<file path="src/pkg/dvo_cfg.svh">
// Offsets, field positions, reset values and divider taps of the square-wave divider output.
`ifndef DVO_CFG_SVH
`define DVO_CFG_SVH

`define DVO_ADDR_W 8
`define DVO_DATA_W 8
`define DVO_CTRL_OFFSET 8'h38
`define DVO_EN_BIT 2
`define DVO_SEL_LSB 0
`define DVO_SEL_MSB 1
`define DVO_CTRL_RESET 8'h00
`define DVO_GEAR_CNT_W 12
`define DVO_LOW_CNT_W 5
`define DVO_GEAR_TOP_TAP 4'hb
`define DVO_LOW_TOP_TAP 4'h4
`define DVO_SEL_RESERVED_LOW 2'h3

`endif

</file>
<file path="src/pkg/dvo_pkg.sv">
// Types shared by the square-wave divider output block.
package dvo_pkg;

  // Decoded control register contents.
  typedef struct packed {
    logic en;
    logic [1:0] sel;
  } dvo_ctrl_t;

  // System mode indications from the mode controller.
  typedef struct packed {
    logic slow_modes;
    logic low_freq_source_select;
    logic deep_mode;
  } dvo_mode_t;

endpackage

</file>
<file path="src/verilog/dvo_top.sv">
// Square-wave divider output: control register, free-running dividers and the output pin.
`timescale 1ns/100ps
`include "dvo_cfg.svh"

// Function
// [RULE_01] Output is a square wave, about half duty.
// [RULE_02] Gear source taps divide by 4096 down to 512.
// [RULE_03] Low source taps divide by 32, 16, 8.
// [RULE_04] Enable set puts the wave on pin.
// [RULE_05] Enable clear holds pin high.
// [RULE_06] Deep mode entry clears enable, keeps select.
// [RULE_07] Control bits seven to three read zero.
// [RULE_08] Dividers run free regardless of enable.
// [RULE_09] Last period at disable may be short.
// [RULE_10] Synchronised low clock may make frequency jitter.
// [RULE_11] Mode change may disturb frequency briefly.
// [RULE_12] Reset clears enable and select, pin high.
module dvo_top (
  input wire logic core_clk,
  input wire logic rst,
  input wire logic [`DVO_ADDR_W-1:0] reg_addr,
  input wire logic [`DVO_DATA_W-1:0] reg_wdata,
  input wire logic reg_wr,
  input wire logic reg_rd,
  output logic [`DVO_DATA_W-1:0] reg_rdata,
  input wire logic low_frequency_clock,
  input wire dvo_pkg::dvo_mode_t mode,
  output logic square_wave_pin_n
);

  // Picks one bit of a divider chain; the top tap is the slowest output.
  function automatic logic tap_pick(input logic [11:0] cnt, input logic [3:0] top,
                                    input logic [1:0] sel);
    logic [3:0] idx;
    idx = top - {2'h0, sel};
    tap_pick = cnt[idx];
  endfunction

  dvo_pkg::dvo_ctrl_t ctrl_r;
  logic [`DVO_GEAR_CNT_W-1:0] gear_cnt_r;
  logic [`DVO_LOW_CNT_W-1:0] low_cnt_r;
  logic low_sync1_r;
  logic low_sync2_r;
  logic low_prev_r;
  logic deep_prev_r;
  logic [`DVO_DATA_W-1:0] rdata_r;
  logic pin_n_r;
  logic wr_hit;
  logic rd_hit;
  logic deep_entry;
  logic low_edge;
  logic use_low;
  logic gear_tap;
  logic low_tap;
  logic tap;

  // Address decode for the single control register.
  assign wr_hit = reg_wr && (reg_addr == `DVO_CTRL_OFFSET);
  assign rd_hit = reg_rd && (reg_addr == `DVO_CTRL_OFFSET);

  // Entry into stop or deep idle/sleep is the rising edge of the mode level.
  assign deep_entry = mode.deep_mode && !deep_prev_r;

  // Control register; the hardware clear on deep entry wins over a software write.
  always_ff @(posedge core_clk) begin
    if (rst) begin
      ctrl_r <= '0; // RULE_12
    end else begin
      if (wr_hit) begin
        ctrl_r.en <= reg_wdata[`DVO_EN_BIT];
        ctrl_r.sel <= reg_wdata[`DVO_SEL_MSB:`DVO_SEL_LSB];
      end
      if (deep_entry) begin
        ctrl_r.en <= 1'b0; // RULE_06
      end
    end
  end

  // Deep mode edge detector.
  always_ff @(posedge core_clk) begin
    if (rst) begin
      deep_prev_r <= 1'b0;
    end else begin
      deep_prev_r <= mode.deep_mode;
    end
  end

  // Read data stand for one cycle after the strobe; other addresses read zero.
  always_ff @(posedge core_clk) begin
    if (rst) begin
      rdata_r <= `DVO_CTRL_RESET;
    end else if (rd_hit) begin
      rdata_r <= {5'h00, ctrl_r.en, ctrl_r.sel}; // RULE_07
    end else begin
      rdata_r <= 8'h00;
    end
  end

  // Gear clock chain counts every cycle, so enabling never realigns it.
  always_ff @(posedge core_clk) begin
    if (rst) begin
      gear_cnt_r <= '0;
    end else begin
      gear_cnt_r <= gear_cnt_r + 12'h001; // RULE_08
    end
  end

  // The low-frequency clock is resynchronised here, which costs up to a cycle of jitter.
  always_ff @(posedge core_clk) begin
    if (rst) begin
      low_sync1_r <= 1'b0;
      low_sync2_r <= 1'b0;
      low_prev_r <= 1'b0;
    end else begin
      low_sync1_r <= low_frequency_clock;
      low_sync2_r <= low_sync1_r; // RULE_10
      low_prev_r <= low_sync2_r;
    end
  end

  assign low_edge = low_sync2_r && !low_prev_r;

  // Low-frequency chain advances on each rising edge of the synchronised clock.
  always_ff @(posedge core_clk) begin
    if (rst) begin
      low_cnt_r <= '0;
    end else if (low_edge) begin
      low_cnt_r <= low_cnt_r + 5'h01; // RULE_08
    end
  end

  // Source choice follows the mode level directly, so a mode switch may glitch the period.
  assign use_low = mode.slow_modes || mode.low_freq_source_select; // RULE_11
  assign gear_tap = tap_pick(gear_cnt_r, `DVO_GEAR_TOP_TAP, ctrl_r.sel); // RULE_02
  assign low_tap = (ctrl_r.sel == `DVO_SEL_RESERVED_LOW) ? 1'b0 :
                   tap_pick({7'h00, low_cnt_r}, `DVO_LOW_TOP_TAP, ctrl_r.sel); // RULE_03
  assign tap = use_low ? low_tap : gear_tap; // RULE_01

  // Active-low pin; a disable cuts the current period short at once.
  always_ff @(posedge core_clk) begin
    if (rst) begin
      pin_n_r <= 1'b1; // RULE_12
    end else if (ctrl_r.en) begin
      pin_n_r <= !tap; // RULE_04
    end else begin
      pin_n_r <= 1'b1; // RULE_05 RULE_09
    end
  end

  assign reg_rdata = rdata_r;
  assign square_wave_pin_n = pin_n_r;
endmodule

</file>
<file path="config.mk">
export PLATFORM = sky130hd
export DESIGN_NAME = dvo_top
export DESIGN_NICKNAME = d
export VERILOG_FILES = /design/src/pkg/dvo_pkg.sv /design/src/verilog/dvo_top.sv
export VERILOG_INCLUDE_DIRS = /design/src /design/src/pkg
export SDC_FILE = /design/constraint.sdc
export NUM_CORES = 1
export LEC_CHECK = 0
export ABC_AREA = 1
export BUFFER_PORTS_ARGS = -buffer_cell sky130_fd_sc_hd__buf_2
export CORE_ASPECT_RATIO = 0.75
export CORE_MARGIN = 1
export CORE_UTILIZATION = 40
export CTS_BUF_LIST = sky130_fd_sc_hd__clkbuf_4 sky130_fd_sc_hd__clkbuf_8 sky130_fd_sc_hd__clkbuf_16
export CTS_CLUSTER_SIZE = 16
export DETAILED_ROUTE_END_ITERATION = 6
export HOLD_SLACK_MARGIN = 0.02
export PLACE_DENSITY = 0.64
export RECOVER_POWER = 25
export SYNTH_ARGS = -nofsm -noshare
export SYNTH_HDL_FRONTEND = slang
export SYNTH_SLANG_ARGS = --single-unit
export TNS_END_PERCENT = 50
</file>
<file path="constraint.sdc">
create_clock -name core_clk -period 4.44 [get_ports core_clk]
set_clock_uncertainty 0.2 [all_clocks]
set_input_delay 0.444 -clock core_clk [delete_from_list [all_inputs] [get_ports core_clk]]
set_output_delay 0.444 -clock core_clk [all_outputs]
set_load 0.1 [all_outputs]
</file>
==> results of run 1 <==
-- power breakdown --
group          internal (mW)  switching (mW)
Combinational         0.0117          0.0330
Clock                 0.0609          0.0723
Sequential             0.256         0.00284
Total                  0.328           0.108
-- per-stage QoR --
| step | cell area [um^2] | power (mW) | worst slack (ns) | utilization, % | hold slack (ns) |
|---|---|---|---|---|---|
| 2_1_floorplan | 1300 | 0.301 | 2.89 | - | 0.188 |
| 3_3_place_gp | 1410 | 0.308 | 2.78 | 47.0 | 0.189 |
| 3_5_place_dp | 1410 | 0.310 | 2.76 | 47.0 | 0.193 |
| 4_1_cts | 1450 | 0.443 | 2.77 | 48.4 | 0.169 |
| 5_1_grt | 1440 | 0.458 | 2.63 | 48.1 | 0.166 |
| 6_report | 1440 | 0.437 | 2.79 | 48.1 | 0.169 |
-- flip-flops by register name, summed over array words and instances, names as in the netlist --
name,flops
gear_cnt_r,12
square_wave_pin_n,1
reg_rdata,3
deep_prev_r,1
ctrl_r,3
low_cnt_r,5
low_prev_r,1
low_sync2_r,1
low_sync1_r,1
-- logic make-up (layout without fill, tap and decap cells) --
logic type      after synthesis  count (layout)  synth area share [%]
compound gates               23              23                  9.46
xor+xnor                      3               3                  2.05
fa+ha+maj                     4               4                  3.90
buf+inv                      32              50                  10.9
flops                        28              28                  43.7
other cells                   1               5                 0.292
simple gates                 80              80                  29.7
-- path summary, 6_finish.rpt --
kind,cells past startpoint,slack (ns),to
min,3,0.17,low_sync1_r
max reg2reg,10,2.80,square_wave_pin_n
max,4,2.79,reg_rdata[1]
min reg2reg,2,0.20,low_sync2_r
-- worst max-delay path, delay by kind of cell --
family / cells / cell delay [ns]
buffers and inverters: 2 / 0.81
and+or+nand+nor: 2 / 0.35
-- layout by cell type (no fill, tap or decap), drive strengths merged --
| cell | count |
|---|---|
| buf | 21 |
| nor3 | 6 |
| a22oi | 1 |
| ha | 4 |
| conb | 5 |
| nor2 | 26 |
| nand4 | 5 |
| o21ai | 9 |
| xor2 | 1 |
| a21oi | 13 |
| inv | 25 |
| nand3 | 9 |
| nand2 | 33 |
| dfxtp | 28 |
| xnor2 | 2 |
| or2 | 1 |
| clkbuf | 4 |
-- layer usage --
layer  routed length (um)  part of all wire, %  global-route usage (%)
met4                   15                 0.62                    4.26
met5                    0                    0                       0
met3                   80                  3.3                    5.36
met2                 1080                   45                    27.3
met1                 1230                   51                    21.1
-- cell type report --
type	count	share of cell area (%)
clock buffers	3	2.86
inverters	25	6.50
multi-input cells	115	41.0
flip-flops and latches	28	38.8
well taps	38	3.29
repair buffers	22	7.54
==> flow_metrics.tcl, run 1 <==
set metrics [dict create \
    status "completed" \
    insertion_delay_ns 0.27 \
    cap_violations 0 \
    layoutNonFillerInstCount 231 \
    setup.worst_path.end_class "register" \
    antenna_found_initial 0 \
    vias 1084 \
    ir_worst_vdd_uv 176 \
    ys.flop_type "dfxtp_1" \
    synth_cells 171 \
    dp_cells 228 \
    fin_setup_tns_ns 0 \
    fin_crit_sh_pct 37.2 \
    ys_top_cells_by_count "nand2_1, dfxtp_1, inv_1, nor2_1, a21oi_1" \
    crit_type "in -> reg" \
    synth.distinct_cells 25 \
    postCtsSetupBuffers 0 \
    grt_overflow 0 \
    crit_start "rst" \
    viasPerCell 4.69 \
    yosys.area.top_type "dfxtp_1" \
    grt_pass1_vias 997 \
    synth.yosys.seq_area_share_pct 43.7 \
    wirelength_mm 2.41 \
    drc 0 \
    cts-root-buf "clkbuf_8" \
    drt-pass1-iter-count 4 \
    r2r_start "ctrl_r[0]" \
    final_nets 223 \
    wl_per_cell_um 10.4 \
    drt_iter0_drc 54 \
    n_antenna_cell 0 \
    die_y_um 51.0 \
    yosys_warnings 0 \
    std_cell_rows 17 \
    setup_viol 0 \
    gp_congestion 0.716 \
    multi_input_area_um2 592 \
    final_hold_viol_count 0 \
    startpoint_type "input pin" \
    nFillCells 306 \
    max_freq_mhz 605 \
    ys_seq_elements 28 \
    seqCellArea_um2 561 \
    postCtsHoldBufs 0 \
    slew_viol_final 0 \
    cts_tree "yes" \
    syn_to_final_growth_pct 12.6 \
    synth_edf_count 0 \
    grt_max_degree 16 \
    post-dp-hpwl_mm 1.87 \
    clk_path_buf_depth 2 \
    numCtsBuffers 3 \
    finalCriticalPeriod_ns 1.65 \
    tightestPinTransition_ns 0.546 \
    ant_nets 0 \
    fp.dieW_um 67.4 \
    synthMostInstantiatedCell "nand2_1" \
    max-slew-margin-rel_pct 63.6 \
    hold_class "in -> reg" \
    synth_area_leaders "dfxtp_1, nand2_1, inv_1" \
    grt_usage_pct 16.7 \
    initial_utilization_pct 42.8 \
    critical_path_required_ns 4.41 \
    worstPathCellList "clkbuf_1, inv_1, nand4_1, nor2_1" \
    synth.avg_cell_area_um2 7.50 \
    arrival_ns 1.62 \
    path_max_fanout 15 \
    htreeDepth 1 \
    syn_area_um2 1280 \
    numPortBuffers 22 \
    hold_start "low_frequency_clock" \
    core_region_area_um2 3000 \
    io_pins 33 \
    leakagePower_nw 0.643 \
    rsz0062_at_grt "false" \
    cts-resized-gates 0 \
    cpPeakStageDelay_ns 0.41 \
    grt_pass1_wl_mm 4.26 \
    async_flop_share_pct 0 \
    synth_top_area_share_pct 43.7 \
    die-area_um2 3440 \
    layout-drive-gt1-share_pct 17.6 \
    clock_sinks 28 \
    cpMaxStageDelayCell "clkbuf_1" \
    clk_pin_slew_ns 0.09 \
    power.density_nw_per_um2 302 \
]
(Power assumes the default switching activity.)
==> run 2: changes to the inputs <==
--- a/config.mk
+++ b/config.mk
@@ -15,7 +15,7 @@
 export CTS_CLUSTER_SIZE = 16
 export DETAILED_ROUTE_END_ITERATION = 6
 export HOLD_SLACK_MARGIN = 0.02
-export PLACE_DENSITY = 0.64
+export PLACE_DENSITY = 0.67
 export RECOVER_POWER = 25
 export SYNTH_ARGS = -nofsm -noshare
 export SYNTH_HDL_FRONTEND = slang
==> constraint.sdc (replaced) <==
create_clock -name core_clk -period 1.4 [get_ports core_clk]
set_clock_uncertainty 0.2 [all_clocks]
set_input_delay 0.14 -clock core_clk [delete_from_list [all_inputs] [get_ports core_clk]]
set_output_delay 0.14 -clock core_clk [all_outputs]
set_load 0.1 [all_outputs]
==> flow_metrics.tcl, run 2 (same netlist as run 1, synthesis figures left out) <==
set metrics [dict create \
    status "completed" \
    fin_hold_ws_ns 0.00452 \
    syn_to_final_growth_pct 37.1 \
    top_register "gear_cnt_r" \
    cts_tree "yes" \
    grt_usage_pct 16.1 \
    max_freq_mhz 739 \
    critical_path_required_ns 1.38 \
    rsz0062_at_grt "true" \
    hold_class "in -> reg" \
    initial_utilization_pct 42.8 \
    fin_crit_sh_pct 96.7 \
    dp_cells 235 \
    grt_overflow 0 \
    drt_iter0_drc 44 \
    die-area_um2 3440 \
    arrival_ns 1.33 \
    viasPerCell 4.47 \
    n_antenna_cell 0 \
    final_common_cell "nand2_1" \
    core_region_area_um2 3000 \
    layoutNonFillerInstCount 255 \
    vias 1139 \
    crit_type "reg -> reg" \
    leakagePower_nw 0.782 \
    drt-pass1-iter-count 4 \
    wirelength_mm 2.69 \
    slew_viol_final 0 \
    fin_ws_ns 0.0461 \
    setup_viol 0 \
    clk_pin_slew_ns 0.10 \
    clock_sinks 28 \
    wl_per_cell_um 10.5 \
    htreeDepth 1 \
    clk_path_buf_depth 2 \
    layout-drive-gt1-share_pct 26.7 \
    ir_worst_vdd_uv 573 \
    numPortBuffers 22 \
    fin_setup_tns_ns 0 \
    grt_max_degree 17 \
    final_cell_mix "nand2_1, nor2_1, dfxtp_1" \
    path_max_fanout 2 \
    dpl_worst_slack_ns 0.0233 \
    grt_pass1_wl_mm 4.08 \
    setup.worst_path.end_class "register" \
    ant_nets 0 \
    fp.dieW_um 67.4 \
    insertion_delay_ns 0.27 \
    post-dp-hpwl_mm 1.72 \
    largest_reg_flops 12 \
    final_nets 246 \
    std_cell_rows 17 \
    grt_pass1_vias 998 \
    startpoint_type "register" \
    drc 0 \
    gp_congestion 0.712 \
    io_pins 33 \
    antenna_found_initial 0 \
    top_regs "gear_cnt_r: 12 flops, low_cnt_r: 5 flops" \
    cap_violations 0 \
    cts-root-buf "clkbuf_8" \
    die_y_um 51.0 \
    power.density_nw_per_um2 942 \
    final_hold_viol_count 0 \
    finalCriticalPeriod_ns 1.35 \
    numCtsBuffers 3 \
]
## run 2: stage by stage
| stage | power [mW] | util [%] | instance area (um^2) |
|---|---|---|---|
| finish | 1.66 | 58.6 | 1760 |
| global route | 1.72 | 58.6 | 1760 |
| floorplan | 0.955 | - | 1310 |
| CTS | 1.64 | 56.3 | 1690 |
| detailed placement | 0.991 | 49.6 | 1490 |
| global placement | 0.990 | 49.6 | 1490 |
## run 2: layout make-up
cell class / instances / area [um^2]
tap: 38 / 47.5
clock inverter: 1 / 30.0
sequential: 28 / 567
inverter: 25 / 93.8
clock buffer: 3 / 41.3
timing repair buffer: 45 / 338
fill: 269 / 1240
multi-input combinational: 115 / 641
## run 2: worst max-delay path, stage by stage, from the launching register on
cell and delay (ns):
dfxtp_2 0.34, inv_2 0.05, ha_4 0.23, inv_2 0.06, nand3_2 0.07, nand2_1 0.06, nand2_1 0.04, nand2_1 0.05
nand2_1 0.04, nand2_1 0.05, nand2_1 0.06
## run 2: what timing repair did
item | CTS | global route
setup buffers | 0 | 4
hold buffers | 13 | 1
endpoints found under the setup margin | 0 | 8
endpoints found under the hold margin | 15 | 1
resized for setup | 0 | 12
## run 2: path summary, 6_finish.rpt
kind,slack [ns],cells after the start,startpoint,to
setup / recovery,0.05,10,ctrl_r[0],square_wave_pin_n
hold / removal,0.005,4,reg_addr[1],reg_rdata[2]
setup reg to reg,0.05,10,ctrl_r[0],square_wave_pin_n
hold reg to reg,0.21,2,low_sync1_r,low_sync2_r
## run 2: layer usage
metal | track usage (%) | wire length, um | vias to the layer above
met4 | 6.38 | 78 | 0
met3 | 5.80 | 72 | 8
met2 | 25.5 | 1180 | 19
met1 | 19.6 | 1360 | 489
li1 | - | - | 623
met5 | 0 | 0 | -
## run 2: report_power, final
group / leakage (nW) / switching (mW) / total, mW / internal, mW
combinational: 0.517 / 0.118 / 0.198 / 0.0808
clock: 0.0357 / 0.250 / 0.633 / 0.383
sequential: 0.229 / 0.0122 / 0.825 / 0.813
total: 0.782 / 0.380 / 1.66 / 1.28
==> run 3: changes to the inputs <==
==> constraint.sdc (replaced) <==
create_clock -name core_clk -period 1.4 [get_ports core_clk]
set_clock_uncertainty 0.2 [all_clocks]
set_input_delay 0.14 -clock core_clk [delete_from_list [all_inputs] [get_ports core_clk]]
set_output_delay 0.14 -clock core_clk [all_outputs]
set_load 0.02 [all_outputs]
==> flow_metrics.tcl, run 3 (same netlist as run 1, synthesis figures left out) <==
set metrics [dict create \
    clkPwrFrac_pct 39.3 \
    io_pins 33 \
    fin_crit_sh_pct 96.7 \
    fp.dieW_um 67.4 \
    clk_pin_slew_ns 0.10 \
    path_max_fanout 2 \
    critical_path_required_ns 1.38 \
    final_nets 246 \
    leakagePower_nw 0.783 \
    top_regs "gear_cnt_r: 12 flops, low_cnt_r: 5 flops" \
    grt_overflow 0 \
    grt_usage_pct 16.1 \
    cpPeakStageDelay_ns 0.34 \
    top_register "gear_cnt_r" \
    clk_path_buf_depth 2 \
    wirelength_mm 2.69 \
    cpMaxStageDelayCell "dfxtp_2" \
    ant_nets 0 \
    p_total_mw 1.61 \
    htreeDepth 1 \
    die_y_um 51.0 \
    numCtsBuffers 3 \
    ir_worst_vdd_uv 572 \
    fin_ws_ns 0.0461 \
    initial_utilization_pct 42.8 \
    syn_to_final_growth_pct 36.9 \
    cts-root-buf "clkbuf_8" \
    hold_class "in -> reg" \
    status "completed" \
    setup_viol 0 \
    gp_congestion 0.712 \
    viasPerCell 4.47 \
    numPortBuffers 22 \
    final_common_cell "nand2_1" \
    drt_iter0_drc 44 \
    crit_top_cell "nand2_1" \
    cap_violations 0 \
    antenna_found_initial 0 \
    startpoint_type "register" \
    grt_max_degree 17 \
    p_seq_share_pct 51.2 \
    met1Wirelength_mm 1.36 \
    power_switching_share_pct 20.7 \
    crit_type "reg -> reg" \
    rr_worst_depth 10 \
    post-dp-hpwl_mm 1.72 \
    n_antenna_cell 0 \
    insertion_delay_ns 0.27 \
    dpl_worst_slack_ns 0.0233 \
    drt-pass1-iter-count 4 \
    p_switching_mw 0.333 \
    met3_length_um 72 \
    worstPathCellList "inv_2, ha_4, inv_2, nand3_2, nand2_1, nand2_1, nand2_1, nand2_1, nand2_1, nand2_1" \
    crit_family "simple AND/OR/NAND/NOR gates" \
    max_freq_mhz 739 \
    arrival_ns 1.33 \
    highest_layer "met4" \
    final_hold_viol_count 0 \
    finalCriticalPeriod_ns 1.35 \
    core_region_area_um2 3000 \
    p_int_mw 1.28 \
    setup.worst_path.end_class "register" \
    largest_reg_flops 12 \
    clock_sinks 28 \
    wl_per_cell_um 10.5 \
    min_path_cells 4 \
    rsz0062_at_grt "true" \
    power.density_nw_per_um2 917 \
    die-area_um2 3440 \
    grt_pass1_wl_mm 4.08 \
    vias 1139 \
    cts_tree "yes" \
    cp.depth 10 \
    std_cell_rows 17 \
    wl_met2_mm 1.18 \
    p_comb_share_pct 9.5 \
    drc 0 \
    slew_viol_final 0 \
    final_cell_mix "nand2_1, nor2_1, dfxtp_1" \
    cp_num_buf_inv 2 \
    grt_pass1_vias 998 \
    layout-drive-gt1-share_pct 26.7 \
]
## run 3: final timing paths
check | start | endpoint | slack, ns
worst min-delay path | reg_addr[1] | reg_rdata[2] | 0.005
worst max-delay path | ctrl_r[0] | square_wave_pin_n | 0.05
worst max register to register | ctrl_r[0] | square_wave_pin_n | 0.05
worst min register to register | low_sync1_r | low_sync2_r | 0.21
## run 3: power by group through the flow
stage | logic, mW | registers [mW] | clock network [mW]
6_report | 0.152 | 0.825 | 0.633
5_1_grt | 0.168 | 0.827 | 0.680
4_1_cts | 0.131 | 0.821 | 0.644
3_5_place_dp | 0.106 | 0.839 | 0
3_3_place_gp | 0.105 | 0.839 | 0
2_1_floorplan | 0.0703 | 0.838 | 0
## run 3: layout make-up
class                           instances  area (um^2)
Clock buffer                            3         41.3
Tap cell                               38         47.5
Fill cell                             269         1240
Clock inverter                          1         30.0
Multi-Input combinational cell        115          641
Sequential cell                        28          567
Timing Repair Buffer                   45          335
Inverter                               25         93.8
## run 3: routing by layer
layer,vias to the layer above,global-route usage [%]
met5,-,0
met4,0,6.38
met3,8,5.80
met2,19,25.5
met1,489,19.6
li1,623,-
## run 3: through the flow
stage	utilization (%)	TNS [ns]	hold slack, ns	cell area, um^2	cells
final	58.5	0	0.00452	1760	255
after global routing	58.5	-0.0516	0.0270	1760	255
after CTS	56.3	0	0.0350	1690	252
after detailed placement	49.6	0	0.150	1490	235
after global placement	49.6	0	0.146	1490	235
after floorplan	-	0	0.0193	1310	175
## run 3: worst reg2reg max path, stage by stage, from the launching register on
cell	delay [ns]
dfxtp_2	0.34
inv_2	0.05
ha_4	0.23
inv_2	0.06
nand3_2	0.07
nand2_1	0.06
nand2_1	0.04
nand2_1	0.05
nand2_1	0.04
nand2_1	0.05
nand2_1	0.06
## run 3: repair_timing
action,4_1_cts,5_1_grt
hold buffers,13,1
endpoints found under the hold margin,15,1
endpoints found under the setup margin,0,7
buffers inserted,0,4
gates resized for setup,0,11
